[config.mk]
export PLATFORM = sky130hd
export DESIGN_NAME = gpcn_port
export DESIGN_NICKNAME = d
export VERILOG_FILES = /design/src/gpcn_pkg.sv /design/src/gpcn_bitop.sv /design/src/gpcn_port.sv
export SDC_FILE = /design/constraint.sdc
export NUM_CORES = 1
export LEC_CHECK = 0
export BUFFER_PORTS_ARGS = -buffer_cell sky130_fd_sc_hd__buf_2
export CORE_MARGIN = 3
export CORE_UTILIZATION = 40
export DETAILED_ROUTE_END_ITERATION = 8
export GPL_TIMING_DRIVEN = 0
export SETUP_SLACK_MARGIN = 0.5
export SLEW_MARGIN = 20
export SYNTH_ARGS = -nofsm -noshare
export SYNTH_HDL_FRONTEND = slang
export SYNTH_SLANG_ARGS = --single-unit
[constraint.sdc]
create_clock -name i_core_clk -period 6.7 [get_ports i_core_clk]
set_clock_uncertainty 0.2 [all_clocks]
set_input_delay 0.335 -clock i_core_clk [delete_from_list [all_inputs] [get_ports i_core_clk]]
set_output_delay 0.335 -clock i_core_clk [all_outputs]
set_load 0.01 [all_outputs]
[src/gpcn_pkg.sv]
// Operation
// - Direction bit 1 disables the driver; 0 drives the latched value.
// - Reset sets all direction bits so every pin is an input.
// - Output latch reads back its contents; writes update it.
// - Pin level reads return pins; writes to it update the latch.
// - Open-drain bit makes the pin drive low only, release for high.
// - Analog input needs analog-select and direction set; digital needs select clear.
// - Analog-select resets to all ones across its 16 bits.
// - Analog input pins read as 0 in the pin level register.
// - Output with analog-select set still drives the latched level.
// - Change detection works without clocks and raises an interrupt request; here pins are sampled on i_core_clk, so it needs the clock.
// - Change enable bit allows a pin change to raise the interrupt.
// - Change status records change since last pin level read; read re-arms.
// - Independent weak pull-up and pull-down enables per pin.
// - Set, clear and invert aliases change only bits written as 1.
// - Alias reads return undefined; here they read as zero.
`default_nettype none
package gpcn_pkg;
  localparam int unsigned      PORT_W      = 16;
  localparam logic [15:0]      DIR_RST     = 16'hffff;
  localparam logic [15:0]      ANSEL_RST   = 16'hffff;
  localparam logic [15:0]      ZERO_RST    = 16'h0000;
  // Register select codes
  localparam logic [2:0]       SEL_DIR     = 3'h0;
  localparam logic [2:0]       SEL_LAT     = 3'h1;
  localparam logic [2:0]       SEL_PORT    = 3'h2;
  localparam logic [2:0]       SEL_ODC     = 3'h3;
  localparam logic [2:0]       SEL_ANSEL   = 3'h4;
  localparam logic [2:0]       SEL_CNEN    = 3'h5;
  localparam logic [2:0]       SEL_PU      = 3'h6;
  localparam logic [2:0]       SEL_PD      = 3'h7;
  // Write operation codes
  localparam logic [1:0]       OP_WRITE    = 2'h0;
  localparam logic [1:0]       OP_CLR      = 2'h1;
  localparam logic [1:0]       OP_SET      = 2'h2;
  localparam logic [1:0]       OP_INV      = 2'h3;

  typedef struct packed {
    logic        wr;
    logic        rd;
    logic        alias_rd;
    logic [2:0]  sel;
    logic [1:0]  op;
    logic [15:0] wdata;
  } gpcn_req_t;
endpackage
`default_nettype wire

[src/gpcn_bitop.sv]
`timescale 1ns/100ps
`default_nettype none
module gpcn_bitop (
  input  wire logic [1:0]  i_op,    // Write operation
  input  wire logic [15:0] i_cur,   // Current register value
  input  wire logic [15:0] i_wdata, // Written data
  output logic      [15:0] o_next   // Resulting value
);
  always_comb begin
    case (i_op)
      gpcn_pkg::OP_CLR: o_next = i_cur & ~i_wdata;
      gpcn_pkg::OP_SET: o_next = i_cur | i_wdata;
      gpcn_pkg::OP_INV: o_next = i_cur ^ i_wdata;
      default:          o_next = i_wdata;
    endcase
  end
endmodule
`default_nettype wire

[src/gpcn_port.sv]
`timescale 1ns/100ps
`default_nettype none
module gpcn_port (
  input  wire logic                i_core_clk,  // 50 MHz clock
  input  wire logic                i_rstn,      // Async reset, active low
  input  wire gpcn_pkg::gpcn_req_t i_req,       // Register access
  input  wire logic [15:0]         i_pin_in,    // Pin levels
  output logic      [15:0]         o_pin_out,   // Pin output value
  output logic      [15:0]         o_pin_oe,    // Pin drive enable
  output logic      [15:0]         o_rdata,     // Read data, valid cycle after rd
  output logic      [15:0]         o_pullup_en, // Weak pull-up enables
  output logic      [15:0]         o_pulldn_en, // Weak pull-down enables
  output logic      [15:0]         o_analog_in, // Pins in analog input mode
  output logic      [15:0]         o_change_status, // Change status flags
  output logic                     o_change_irq // Change interrupt request
);
  // ------------------------------------------------------------
  // Configuration registers
  // ------------------------------------------------------------
  logic [15:0] direction_reg;
  logic [15:0] output_latch_reg;
  logic [15:0] open_drain_ctl_reg;
  logic [15:0] analog_select_reg;
  logic [15:0] change_irq_enable_reg;
  logic [15:0] weak_pullup_enable_reg;
  logic [15:0] weak_pulldown_enable_reg;
  logic [15:0] cur_val;
  logic [15:0] next_val;
  logic        wr_dir;
  logic        wr_lat;

  always_comb begin
    case (i_req.sel)
      gpcn_pkg::SEL_DIR:   cur_val = direction_reg;
      gpcn_pkg::SEL_LAT:   cur_val = output_latch_reg;
      gpcn_pkg::SEL_PORT:  cur_val = output_latch_reg;
      gpcn_pkg::SEL_ODC:   cur_val = open_drain_ctl_reg;
      gpcn_pkg::SEL_ANSEL: cur_val = analog_select_reg;
      gpcn_pkg::SEL_CNEN:  cur_val = change_irq_enable_reg;
      gpcn_pkg::SEL_PU:    cur_val = weak_pullup_enable_reg;
      gpcn_pkg::SEL_PD:    cur_val = weak_pulldown_enable_reg;
      default:             cur_val = gpcn_pkg::ZERO_RST;
    endcase
  end

  gpcn_bitop u_bitop (
    .i_op    (i_req.op),
    .i_cur   (cur_val),
    .i_wdata (i_req.wdata),
    .o_next  (next_val)
  );

  assign wr_dir = i_req.wr && (i_req.sel == gpcn_pkg::SEL_DIR);
  // Pin level writes land in the latch
  assign wr_lat = i_req.wr && ((i_req.sel == gpcn_pkg::SEL_LAT) ||
                               (i_req.sel == gpcn_pkg::SEL_PORT));

  always_ff @(posedge i_core_clk or negedge i_rstn) begin
    if (!i_rstn) begin
      direction_reg <= gpcn_pkg::DIR_RST;
    end else if (wr_dir) begin
      direction_reg <= next_val;
    end
  end

  always_ff @(posedge i_core_clk or negedge i_rstn) begin
    if (!i_rstn) begin
      output_latch_reg <= gpcn_pkg::ZERO_RST;
    end else if (wr_lat) begin
      output_latch_reg <= next_val;
    end
  end

  always_ff @(posedge i_core_clk or negedge i_rstn) begin
    if (!i_rstn) begin
      open_drain_ctl_reg       <= gpcn_pkg::ZERO_RST;
      analog_select_reg        <= gpcn_pkg::ANSEL_RST;
      change_irq_enable_reg    <= gpcn_pkg::ZERO_RST;
      weak_pullup_enable_reg   <= gpcn_pkg::ZERO_RST;
      weak_pulldown_enable_reg <= gpcn_pkg::ZERO_RST;
    end else if (i_req.wr) begin
      case (i_req.sel)
        gpcn_pkg::SEL_ODC:   open_drain_ctl_reg       <= next_val;
        gpcn_pkg::SEL_ANSEL: analog_select_reg        <= next_val;
        gpcn_pkg::SEL_CNEN:  change_irq_enable_reg    <= next_val;
        gpcn_pkg::SEL_PU:    weak_pullup_enable_reg   <= next_val;
        gpcn_pkg::SEL_PD:    weak_pulldown_enable_reg <= next_val;
        default: ;
      endcase
    end
  end

  // ------------------------------------------------------------
  // Input synchroniser
  // ------------------------------------------------------------
  logic [15:0] pin_meta;
  logic [15:0] pin_sync;
  logic [15:0] pin_last;

  always_ff @(posedge i_core_clk or negedge i_rstn) begin
    if (!i_rstn) begin
      pin_meta <= gpcn_pkg::ZERO_RST;
      pin_sync <= gpcn_pkg::ZERO_RST;
      pin_last <= gpcn_pkg::ZERO_RST;
    end else begin
      pin_meta <= i_pin_in;
      pin_sync <= pin_meta;
      pin_last <= pin_sync;
    end
  end

  // ------------------------------------------------------------
  // Pin drivers
  // ------------------------------------------------------------
  logic [15:0] analog_in;
  assign analog_in = analog_select_reg & direction_reg;

  always_ff @(posedge i_core_clk or negedge i_rstn) begin
    if (!i_rstn) begin
      o_pin_out   <= gpcn_pkg::ZERO_RST;
      o_pin_oe    <= gpcn_pkg::ZERO_RST;
      o_pullup_en <= gpcn_pkg::ZERO_RST;
      o_pulldn_en <= gpcn_pkg::ZERO_RST;
      o_analog_in <= gpcn_pkg::ZERO_RST;
    end else begin
      // Output pins drive the latch even with analog-select set
      o_pin_out   <= output_latch_reg & ~open_drain_ctl_reg;
      // Open drain enables the driver only for a low level
      o_pin_oe    <= ~direction_reg & ~(open_drain_ctl_reg & output_latch_reg);
      o_pullup_en <= weak_pullup_enable_reg;
      o_pulldn_en <= weak_pulldown_enable_reg;
      o_analog_in <= analog_in;
    end
  end

  // ------------------------------------------------------------
  // Read path and change notification
  // ------------------------------------------------------------
  logic [15:0] pin_value;
  logic [15:0] ref_level;
  logic [15:0] changed;
  logic        port_rd;

  assign pin_value = pin_sync & ~analog_in;
  assign port_rd   = i_req.rd && !i_req.alias_rd && (i_req.sel == gpcn_pkg::SEL_PORT);
  assign changed   = (pin_sync ^ ref_level) & change_irq_enable_reg;

  always_ff @(posedge i_core_clk or negedge i_rstn) begin
    if (!i_rstn) begin
      o_rdata <= gpcn_pkg::ZERO_RST;
    end else if (i_req.rd) begin
      if (i_req.alias_rd) begin
        o_rdata <= gpcn_pkg::ZERO_RST;
      end else begin
        case (i_req.sel)
          gpcn_pkg::SEL_PORT: o_rdata <= pin_value;
          default:            o_rdata <= cur_val;
        endcase
      end
    end
  end

  always_ff @(posedge i_core_clk or negedge i_rstn) begin
    if (!i_rstn) begin
      ref_level <= gpcn_pkg::ZERO_RST;
    end else if (port_rd) begin
      ref_level <= pin_sync;
    end
  end

  // Sticky flags; a change seen in the read cycle survives the re-arm
  always_ff @(posedge i_core_clk or negedge i_rstn) begin
    if (!i_rstn) begin
      o_change_status <= gpcn_pkg::ZERO_RST;
      o_change_irq    <= 1'b0;
    end else begin
      if (port_rd) begin
        o_change_status <= changed & (pin_sync ^ pin_last);
      end else begin
        o_change_status <= o_change_status | changed;
      end
      o_change_irq <= |changed;
    end
  end

  // ------------------------------------------------------------
  // Checks
  // ------------------------------------------------------------
  a_reset_dir_input: assert property (@(posedge i_core_clk)
    $rose(i_rstn) |-> direction_reg == gpcn_pkg::DIR_RST)
    else $error("direction not all inputs after reset");
  a_reset_ansel_ones: assert property (@(posedge i_core_clk)
    $rose(i_rstn) |-> analog_select_reg == gpcn_pkg::ANSEL_RST)
    else $error("analog select not all ones after reset");
  a_input_no_drive: assert property (@(posedge i_core_clk) disable iff (!i_rstn)
    ##1 ((($past(direction_reg) & o_pin_oe) == 16'h0000)))
    else $error("input pin driven");
  a_od_no_high: assert property (@(posedge i_core_clk) disable iff (!i_rstn)
    ##1 (((o_pin_oe & o_pin_out & $past(open_drain_ctl_reg)) == 16'h0000)))
    else $error("open drain pin driven high");
  a_od_release: assert property (@(posedge i_core_clk) disable iff (!i_rstn)
    ##1 (((o_pin_oe & $past(open_drain_ctl_reg) & $past(output_latch_reg)) == 16'h0000)))
    else $error("open drain pin not released for high");
  a_out_drives_latch: assert property (@(posedge i_core_clk) disable iff (!i_rstn)
    ##1 ((((o_pin_out ^ $past(output_latch_reg)) & $past(~direction_reg)
          & $past(~open_drain_ctl_reg)) == 16'h0000)))
    else $error("output pin not driving latch");
  a_port_wr_latch: assert property (@(posedge i_core_clk) disable iff (!i_rstn)
    (i_req.wr && i_req.sel == gpcn_pkg::SEL_PORT && i_req.op == gpcn_pkg::OP_WRITE)
    |=> output_latch_reg == $past(i_req.wdata))
    else $error("pin level write missed latch");
  a_analog_read_zero: assert property (@(posedge i_core_clk) disable iff (!i_rstn)
    (port_rd && !i_req.wr) |=> ((o_rdata & $past(analog_in)) == 16'h0000))
    else $error("analog pin read nonzero");
  a_set_alias_bits: assert property (@(posedge i_core_clk) disable iff (!i_rstn)
    (i_req.wr && i_req.sel == gpcn_pkg::SEL_DIR && i_req.op == gpcn_pkg::OP_SET)
    |=> direction_reg == ($past(direction_reg) | $past(i_req.wdata)))
    else $error("set alias wrong");
  a_change_sticky: assert property (@(posedge i_core_clk) disable iff (!i_rstn)
    (|changed && !port_rd) |=> ((o_change_status & $past(changed)) == $past(changed)))
    else $error("change flag lost");
  a_sync_delay: assert property (@(posedge i_core_clk) disable iff (!i_rstn)
    $past(i_rstn, 2) |-> (pin_sync == $past(i_pin_in, 2)))
    else $error("synchronizer delay wrong");
endmodule
`default_nettype wire

==> results.py, run 1 <==
metrics = {
    "run_status": {
        "status": "finished, final reports clean",
    },
    "place": {
        "numPortBuffers": 151,
        "postPlaceCellArea_mm2": 0.01342,
        "pre_cts_ws_ns": 3.334,
        "dp_hpwl_um": 25460,
        "gp_congestion": 0.9277,
    },
    "cells_and_area": {
        "num_antenna_cells": 0,
        "drive_gt1_share_pct": 21.40,
        "n_fill_cell": 2769,
        "final_nets": 1382,
        "postLayoutCoreUtil_pct": 49.40,
        "areaGrowthSynthToFinish_pct": 21.50,
        "fin_area_mm2": 0.01468,
    },
    "logic_synthesis": {
        "ys.warnings.count": 0,
        "synth-edff-count": 0,
        "ys_seq_area_share_pct": 60.18,
        "synth_top_area_cell": "dfrtp_1",
        "synth.area.top_cells": "dfrtp_1 53%, dfstp_2 7.0%, nand2_1 6.8%",
        "postSynth.asyncResetShare_pct": 100.0,
        "synthAdderAreaFrac_pct": 3.314,
        "netlist-cell-type-count": 47,
        "netlist_instances": 1104,
        "synth.most_common_cell": "dfrtp_1",
        "syn_area_mm2": 0.01208,
        "syn_avg_cell_area_um2": 10.94,
        "synth_top_family_by_area": "compound AO/OA/AOI/OAI gates",
        "synth_ff_type": "dfrtp_1",
        "syn_nets": 1178,
        "ys_top_cells_by_count": "257 x dfrtp_1, 218 x nand2_1, 128 x o21ai_0, 65 x inv_1, 38 x a21oi_1",
        "muxShareOfSynthArea_pct": 4.805,
        "yosys.area.top_type_share_pct": 53.23,
        "yosys.area_share.simple_pct": 12.63,
        "synth-xor-area-share_pct": 1.015,
        "synth_compound_area_share_pct": 13.87,
        "ys_seq_elements": 289,
    },
    "clock_tree": {
        "cts_resized": 0,
        "clock_latency_ns": 0.55,
        "cts_made_buffers": 30,
        "cts_setup_buffers": 0,
        "clk_root_buffer_cell": "clkbuf_16",
        "h-tree-depth": 1,
        "clkTransAtPathRegs_ns": 0.06,
        "cts.sinks": 289,
        "clockBufferDepth": 3,
        "cts_tree": "done",
    },
    "floorplan": {
        "die_h_um": 179.8,
        "initial_core_util_pct": 40.66,
        "io_pins": 155,
        "dieArea_mm2": 0.03233,
        "rows": 63,
        "core-area_mm2": 0.02972,
        "die_width_um": 179.8,
    },
    "timing": {
        "slew_headroom_pct": 48.90,
        "period_needed_ns": 2.829,
        "setup_viol": 0,
        "fmax_mhz": 353.5,
        "hold_viol_final": 0,
        "fin_ws_ns": 3.871,
        "min_period_over_period_pct": 42.23,
        "timing.setup.tns_ns": 0,
        "grt_setup_unrepaired": "no",
        "slew_violations": 0,
        "tightest_slew_ns": 0.7637,
    },
    "global_routing": {
        "met2_usage_pct": 35.23,
        "met1_usage_pct": 29.66,
        "top_usage_layer": "met2",
        "grt_max_degree": 91,
        "grt_usage_pct": 21.19,
        "grt_pass1_wl_um": 53990,
        "grt_overflow": 0,
        "grt_use_met3_pct": 2.873,
        "grt_pass1_vias": 9150,
        "grt_antenna_before_repair": 0,
    },
    "worst_setup_path": {
        "reg2reg_depth": 7,
        "cp-start-kind": "primary input",
        "r2r_end": "weak_pullup_enable_reg[4]",
        "timing.rr.start": "change_irq_enable_reg[4]",
        "crit_buf_inv": 4,
        "cp_max_fo": 10,
        "critPathKind": "in -> reg",
        "arrival_ns": 3.08,
        "cp.required_ns": 6.95,
        "cpMostUsedCell": "buf_4",
        "cp_top_family": "compound AO/OA/AOI/OAI gates",
        "r2r_setup_slack_ns": 3.89,
        "cpPeakStageDelay_ns": 0.60,
        "cp_slowest_cell": "mux4_2",
        "path_cells": "buf_2, buf_4, buf_4, nand2b_1, o22ai_1, o32ai_1, inv_1, ha_1, mux4_2, o21ai_0",
        "critPathCaptureType": "flop",
    },
    "hold_path": {
        "hp-start": "i_req[22]",
        "min_path_type": "in -> reg",
        "min_to": "o_rdata[3]",
        "hold_depth": 4,
    },
    "power_and_ir_drop": {
        "ir_drop_uv": 224.3,
        "pwr_density_cell_mw_per_mm2": 354.9,
        "total_power_mw": 5.209,
        "power_leakage_nw": 7.067,
    },
    "routing": {
        "routedWlPerCell_um": 19.92,
        "drcViolationCount": 0,
        "finalWirelength_um": 34310,
        "vias_per_cell": 5.285,
        "first_iter_violations": 720,
        "vias": 9101,
        "ant_nets": 0,
        "dr.pass1.iters": 5,
    },
    "run": {
        "drv_cap": 0,
    },
}
[stage by stage]
| step | instances | hold WS (ns) |
|---|---|---|
| 2_1_floorplan | 1104 | -0.1606 |
| 3_3_place_gp | 1645 | 0.1349 |
| 3_5_place_dp | 1648 | 0.07104 |
| 4_1_cts | 1722 | 0.04721 |
| 5_1_grt | 1722 | 0.09175 |
| 6_report | 1722 | 0.07834 |
[cells by family (layout without fill, tap and decap cells)]
family	count (synthesis)	count (layout)
xor gates and xnor gates	14	14
AOI/OAI and AO/OA	271	271
and+or+nand+nor	336	336
muxes	38	38
DFF	289	289
adders and majority gates	32	32
buffers and inverters	124	352
[power breakdown]
| group | total [mW] | internal (mW) | switching, mW |
|---|---|---|---|
| clock network | 1.78 | 1.10 | 0.688 |
| registers | 2.46 | 2.15 | 0.309 |
| logic | 0.963 | 0.402 | 0.561 |
[area by class of cell]
type	count	area, um^2	area share (%)
sequential	289	7272	49.54
timing repair buffer	172	1028	7.006
buffer	58	257.7	1.756
clock buffer	47	959.7	6.537
inverter	66	247.7	1.688
multi-input combinational	691	4305	29.33
tap	390	488.0	3.324
clock inverter	9	121.4	0.8267
[how the worst max path moves through the flow]
stage / from / to / depth (start not counted)
finish: i_req[18] / weak_pullup_enable_reg[4] / 10
global route: i_req[18] / output_latch_reg[3] / 10
CTS: output_latch_reg[1] / open_drain_ctl_reg[1] / 7
detailed placement: i_req[18] / open_drain_ctl_reg[3] / 10
global placement: i_rstn / pin_meta[13] / 1
floorplan: i_req[18] / analog_select_reg[13] / 9
[cell usage in the layout (no fill, tap or decap), types with 3 or more instances in the layout]
cell             n
or2_2            3
dfrtp_1        257
buf_16           3
nor2b_1         27
o21ai_1          3
o311ai_1        11
mux2i_1         22
a21o_1          12
clkinv_2         5
o211ai_1         6
a21oi_1         38
o22ai_1          9
xor2_1          14
dfstp_2         32
nor2_1          18
a22oi_1          5
clkbuf_16       34
nand2b_1        25
nand3b_1        14
clkbuf_1        36
ha_1            32
nor3b_1          3
nand2_1        218
a211oi_1        12
nand4_1          3
o21ai_0        128
a32oi_1         16
buf_2          175
nand3_1         16
o32ai_1         12
dlygate4sd3_1   18
bufinv_16        3
inv_1           65
mux4_2          16
clkbuf_8         6
a22o_1           9
and2_1           3
[worst min-delay path: cells and delay by family]
kind,cells,cell delay (ns)
compound gates,2,0.14
buf+inv,2,0.30
[layer usage]
metal | share of wire [%] | routed length (um) | up-vias
met4 | 2.3 | 797 | 0
met3 | 5.9 | 2023 | 53
met2 | 48 | 16580 | 300
met1 | 43 | 14910 | 4546
met5 | 0 | 0 | -
li1 | - | - | 4202
[timing repair]
item,4_1_cts,5_1_grt
hold buffers,18,0
setup endpoints to repair,0,0
hold endpoints to repair,204,0
Note: power is estimated with default switching activity, not from simulation.
==> run 2: changes to the inputs <==
==> constraint.sdc (replaced) <==
create_clock -name i_core_clk -period 2.3 [get_ports i_core_clk]
set_clock_uncertainty 0.2 [all_clocks]
set_input_delay 0.115 -clock i_core_clk [delete_from_list [all_inputs] [get_ports i_core_clk]]
set_output_delay 0.115 -clock i_core_clk [all_outputs]
set_load 0.01 [all_outputs]
==> run 2 against run 1 <==
  * The run now ends with negative hold slack, negative setup slack left
  * Die area unchanged
  * Critical path depth fell by 3
  * Sequential cell count did not move
  * Worst setup slack got worse by 4.1 ns
  * Sequential share of layout area down 4.9 points
  * Register-to-register slack worse by 4.1 ns
  * Clock power rose to 2.9 times the previous value
  * First-iteration DRC count down 6.1%
  * Routed wire length rose by 4.3%
  * Count of clock-buffer cells in the layout shrank 4
  * Core utilization increased by 5.6 points
==> results.py, run 2 (synthesis results as in run 1) <==
metrics = {
    "run_status": {
        "status": "complete, but fails checks",
        "violations": "negative hold slack, negative setup slack",
    },
    "routing": {
        "first_iter_violations": 676,
        "vias_per_cell": 5.217,
        "vias": 9558,
        "ant_nets": 0,
        "dr.pass1.iters": 5,
        "routedWlPerCell_um": 19.54,
        "finalWirelength_um": 35800,
        "drcViolationCount": 0,
    },
    "clock_tree": {
        "clk_root_buffer_cell": "clkbuf_16",
        "clockBufferDepth": 3,
        "cts.sinks": 289,
        "cts_made_buffers": 31,
        "cts_tree": "done",
        "clock_latency_ns": 0.57,
        "h-tree-depth": 1,
        "clkTransAtPathRegs_ns": 0.06,
    },
    "worst_setup_path": {
        "r2r_setup_slack_ns": -0.20,
        "timing.rr.start": "output_latch_reg[5]",
        "crit_buf_inv": 1,
        "startpoint": "output_latch_reg[5]",
        "cp-start-kind": "flop",
        "cp_num_cells": 7,
        "r2r_end": "change_irq_enable_reg[5]",
        "path_cells": "nand2b_1, a22o_1, o32ai_4, inv_1, ha_1, mux4_2, o21ai_1",
        "arrival_ns": 2.78,
        "critPathCaptureType": "flop",
        "cp_top_family": "compound AO/OA/AOI/OAI gates",
        "cp.required_ns": 2.58,
        "critPathKind": "reg -> reg",
        "cpPeakStageDelay_ns": 0.61,
        "cp_max_fo": 7,
        "reg2reg_depth": 7,
        "cp_slowest_cell": "mux4_2",
    },
    "floorplan": {
        "io_pins": 155,
        "dieArea_mm2": 0.03233,
        "rows": 63,
        "die_width_um": 179.8,
        "core-area_mm2": 0.02972,
        "initial_core_util_pct": 40.66,
        "die_h_um": 179.8,
    },
    "cells_and_area": {
        "num_antenna_cells": 0,
        "areaGrowthSynthToFinish_pct": 35.35,
        "final_nets": 1491,
        "multiInputGateArea_mm2": 0.004985,
        "final_cell_mix": "239 x dfrtp_1, 217 x nand2_1, 159 x buf_2",
        "drive_gt1_share_pct": 34.74,
        "postLayoutCoreUtil_pct": 55.03,
        "layout_commonest_cell": "dfrtp_1",
        "ff_latch_area_mm2": 0.007295,
        "fin_area_mm2": 0.01635,
        "n_fill_cell": 2600,
    },
    "timing": {
        "min_period_over_period_pct": 108.6,
        "timing.setup.tns_ns": -10.73,
        "setup_viol": 96,
        "period_needed_ns": 2.499,
        "fmax_mhz": 400.2,
        "hold_viol_final": 19,
        "slew_violations": 0,
        "grt_setup_unrepaired": "yes",
        "slew_headroom_pct": 41.75,
        "fin_ws_ns": -0.1985,
        "holdWs_ns": -0.05177,
        "tightest_slew_ns": 0.8709,
    },
    "power_and_ir_drop": {
        "swShare_pct": 30.77,
        "seq_power_share_pct": 44.1,
        "total_power_mw": 16.13,
        "p_switching_mw": 4.963,
        "ir_drop_uv": 547.4,
        "p_int_mw": 11.17,
        "pwr_density_cell_mw_per_mm2": 986.3,
        "power_leakage_nw": 7.747,
        "p_clk_share_pct": 31.7,
        "pwr-share-comb_pct": 24.2,
    },
    "global_routing": {
        "met1_usage_pct": 29.40,
        "grt_pass1_wl_um": 55320,
        "met2_usage_pct": 36.98,
        "grt_antenna_before_repair": 0,
        "grt_pass1_vias": 9769,
        "grt_use_met3_pct": 2.934,
        "grt_max_degree": 99,
        "top_usage_layer": "met2",
        "grt_usage_pct": 21.80,
        "grt_overflow": 0,
    },
    "place": {
        "postPlaceCellArea_mm2": 0.01365,
        "dp_hpwl_um": 25580,
        "gp_congestion": 0.9060,
        "numPortBuffers": 151,
    },
    "hold_path": {
        "hold_depth": 4,
        "hp-start": "i_req[21]",
        "min_to": "o_change_status[6]",
        "min_path_type": "in -> reg",
    },
    "run": {
        "drv_cap": 0,
    },
}
-- run 2: changes by cell type in the layout (fill, tap and decap cells not counted), sizes merged --
cell and change:
clkinvlp +2, clkinv +3, clkbuf +1, dlygate4sd3 +32, buf +71, inv +1
-- run 2: repair_timing --
item	4_1_cts	5_1_grt
pin swaps	60	33
endpoints found under the setup margin	113	338
setup buffers	60	16
gates cloned	0	0
resized for setup	67	85
hold buffers	51	1
endpoints found under the hold margin	222	114
-- run 2: worst register-to-register path, stage by stage, from the launching register on --
cell	delay [ns]
dfrtp_1	0.41
nand2b_1	0.15
a22o_1	0.22
o32ai_4	0.31
inv_1	0.09
ha_1	0.27
mux4_2	0.61
o21ai_1	0.16
-- run 2: per-stage QoR --
| stage | setup WS, ns | cells |
|---|---|---|
| after floorplan | 0.03383 | 1104 |
| after global placement | -4.447 | 1645 |
| after detailed placement | -0.6177 | 1648 |
| after CTS | -0.1775 | 1817 |
| after global routing | -0.2842 | 1832 |
| final | -0.1985 | 1832 |
-- run 2: per-layer routing --
layer | routed length (um) | share of wire, %
met5 | 0 | 0
met4 | 921 | 2.6
met3 | 1569 | 4.4
met2 | 17810 | 50
met1 | 15500 | 43
-- run 2: power groups by stage --
stage | Clock, mW | Sequential (mW) | Combinational [mW]
final | 5.11 | 7.12 | 3.91
after floorplan | 0 | 7.20 | 1.55
after detailed placement | 0 | 7.26 | 2.96
after global placement | 0 | 7.25 | 2.88
after global routing | 5.42 | 7.24 | 4.30
after CTS | 5.21 | 7.12 | 3.67
-- run 2: how the worst max path moves through the flow --
| stage | end | slack, ns |
|---|---|---|
| 5_1_grt | change_irq_enable_reg[5] | -0.28 |
| 4_1_cts | change_irq_enable_reg[10] | -0.18 |
| 2_1_floorplan | analog_select_reg[15] | 0.03 |
| 3_3_place_gp | o_pulldn_en[11] | -4.45 |
| 3_5_place_dp | weak_pulldown_enable_reg[2] | -0.62 |
| 6_report | change_irq_enable_reg[5] | -0.20 |
-- run 2: layout make-up --
| class | count | area share (%) |
|---|---|---|
| inverter | 66 | 1.515 |
| clock buffer | 43 | 5.447 |
| timing repair buffer | 280 | 11.74 |
| clock inverter | 15 | 1.018 |
| tap | 390 | 2.984 |
| multi-input combinational | 691 | 30.48 |
| buffer | 58 | 2.219 |
| sequential | 289 | 44.60 |
==> run 3: changes to the inputs <==
--- a/config.mk
+++ b/config.mk
@@ -6,10 +6,10 @@
 export NUM_CORES = 1
 export LEC_CHECK = 0
 export BUFFER_PORTS_ARGS = -buffer_cell sky130_fd_sc_hd__buf_2
-export CORE_MARGIN = 3
-export CORE_UTILIZATION = 40
+export CORE_MARGIN = 2
+export CORE_UTILIZATION = 50
 export DETAILED_ROUTE_END_ITERATION = 8
-export GPL_TIMING_DRIVEN = 0
+export PLACE_DENSITY = 0.73
 export SETUP_SLACK_MARGIN = 0.5
 export SLEW_MARGIN = 20
 export SYNTH_ARGS = -nofsm -noshare
==> run 3 against run 2 <==
  * The flow finishes with violations (negative setup slack)
  * Worst hold slack gained 0.064 ns
  * First-iteration DRC count fell by 7.1%
  * Worst setup slack better by 0.020 ns
  * Global-route usage rose by 3.8 points
  * Critical path type unchanged
  * Largest power group unchanged
==> results.py, run 3 (synthesis results as in run 1) <==
metrics = {
    "run_status": {
        "status": "complete, but fails checks",
        "violations": "negative setup slack",
    },
    "power_and_ir_drop": {
        "pwr_density_cell_mw_per_mm2": 973.0,
        "ir_drop_uv": 850.9,
        "power_leakage_nw": 7.920,
    },
    "cells_and_area": {
        "n_fill_cell": 1754,
        "num_antenna_cells": 0,
        "layout_commonest_cell": "dfrtp_1",
        "drive_gt1_share_pct": 37.78,
        "final_nets": 1501,
        "areaGrowthSynthToFinish_pct": 35.24,
        "final_cell_mix": "251 x dfrtp_1, 217 x nand2_1, 153 x buf_2",
        "ff_latch_area_mm2": 0.007279,
        "final_cells": 1767,
        "multiInputGateArea_mm2": 0.004970,
        "postLayoutCoreUtil_pct": 69.20,
    },
    "routing": {
        "wl_met3_um": 1491,
        "vias_per_cell": 5.440,
        "wl_met2_um": 17040,
        "routedWlPerCell_um": 18.68,
        "ant_nets": 0,
        "vias": 9613,
        "first_iter_violations": 628,
        "dr.pass1.iters": 5,
        "routed.top_layer": "met4",
        "drcViolationCount": 0,
        "finalWirelength_um": 33010,
        "wl_met1_um": 12940,
    },
    "timing": {
        "slew_headroom_pct": 43.98,
        "holdWs_ns": 0.01253,
        "min_period_over_period_pct": 107.7,
        "tightest_slew_ns": 0.8402,
        "fin_ws_ns": -0.1781,
        "hold_viol_final": 0,
        "setup_viol": 99,
        "timing.setup.tns_ns": -9.295,
        "period_needed_ns": 2.478,
        "slew_violations": 0,
        "fmax_mhz": 403.5,
        "grt_setup_unrepaired": "yes",
    },
    "clock_tree": {
        "cts_tree": "done",
        "cts_made_buffers": 29,
        "clk_root_buffer_cell": "clkbuf_16",
        "h-tree-depth": 1,
        "cts.sinks": 289,
        "clockBufferDepth": 3,
        "clkTransAtPathRegs_ns": 0.06,
        "clock_latency_ns": 0.56,
    },
    "worst_setup_path": {
        "cp_top_family": "compound AO/OA/AOI/OAI gates",
        "cp.required_ns": 2.56,
        "cpPeakStageDelay_ns": 0.61,
        "cp_slowest_cell": "mux4_2",
        "r2r_setup_slack_ns": -0.18,
        "reg2reg_depth": 7,
        "cp_num_cells": 7,
        "cp_max_fo": 7,
        "cp-start-kind": "flop",
        "arrival_ns": 2.74,
        "critPathKind": "reg -> reg",
        "crit_buf_inv": 1,
        "critPathCaptureType": "flop",
        "path_cells": "nand2b_4, a22o_1, o32ai_2, inv_1, ha_1, mux4_2, o21ai_1",
    },
    "floorplan": {
        "dieArea_mm2": 0.02543,
        "io_pins": 155,
        "core-area_mm2": 0.02361,
        "die_h_um": 159.5,
        "rows": 56,
        "initial_core_util_pct": 51.17,
        "die_width_um": 159.5,
    },
    "hold_path": {
        "hold_depth": 2,
        "min_path_type": "in -> reg",
    },
    "place": {
        "pre_cts_ws_ns": -0.4015,
        "dp_hpwl_um": 22980,
        "gp_congestion": 0.8536,
        "dp_cells": 1649,
        "numPortBuffers": 154,
    },
    "global_routing": {
        "grt_max_degree": 58,
        "grt_pass1_wl_um": 51520,
        "grt_pass1_vias": 9795,
        "grt_antenna_before_repair": 0,
        "grt_overflow": 0,
        "grt_usage_pct": 25.63,
    },
    "run": {
        "drv_cap": 0,
    },
}
-- run 3: changes by cell type in the layout (fill, tap and decap cells not counted), moves of 4 or more --
cell	previous run	this run
dfrtp_2	18	6
buf_12	0	10
buf_4	82	145
buf_2	159	153
clkbuf_1	29	3
clkbuf_2	4	0
o21ai_2	53	65
clkbuf_4	5	0
buf_6	6	1
dfrtp_1	239	251
o21ai_1	65	52
o32ai_2	3	12
dlygate4sd3_1	50	39
o32ai_4	9	0
-- run 3: layer usage --
| layer | global-route usage [%] | vias up |
|---|---|---|
| li1 | - | 4455 |
| met3 | 3.334 | 98 |
| met2 | 45.36 | 293 |
| met4 | 10.29 | 0 |
| met5 | 0 | - |
| met1 | 32.03 | 4767 |
-- run 3: final timing paths --
kind                                 startpoint                           end
setup / recovery           output_latch_reg[15]  weak_pulldown_enable_reg[15]
hold / removal                      i_pin_in[1]                   pin_meta[1]
setup reg to reg           output_latch_reg[15]  weak_pulldown_enable_reg[15]
hold reg to reg                     pin_meta[5]                   pin_sync[5]
max in group asynchronous                i_rstn                  o_pin_out[5]
min in group asynchronous                i_rstn                o_pullup_en[3]
-- run 3: through the flow --
stage	cell area, um^2	power, mW
finish	16340	15.90
global route	16340	16.64
CTS	15880	15.66
detailed placement	14260	10.69
global placement	14260	10.56
floorplan	12320	8.746
-- run 3: repair_timing --
item / in CTS / in global routing
pin swaps: 49 / 40
hold buffers: 40 / 0
setup buffers: 13 / 13
setup endpoints to repair: 113 / 126
endpoints found under the hold margin: 335 / 0
gates resized for setup: 48 / 82
cloned: 0 / 0
-- run 3: area by class of cell --
class | instances | area share, %
inverter | 66 | 1.516
sequential | 289 | 44.55
clock buffer | 39 | 5.100
timing repair buffer | 350 | 15.20
multi-input combinational | 691 | 30.41
clock inverter | 13 | 0.7810
tap | 319 | 2.443
-- run 3: report_power, final --
part	total (mW)	internal [mW]	leakage [nW]	switching, mW
Combinational	4.18	1.97	3.95	2.20
Clock	4.74	2.76	0.482	1.98
Sequential	6.98	6.27	3.49	0.713
Total	15.9	11.0	7.92	4.89
-- run 3: worst register-to-register path, delay by kind of cell (launching register included) --
kind,cells,cell delay (ns)
buffers and inverters,1,0.08
multiplexers,1,0.61
adder cells (fa/ha/maj),1,0.29
AO/OA/AOI/OAI,3,0.66
AND/OR/NAND/NOR,1,0.14
flip-flops,1,0.40
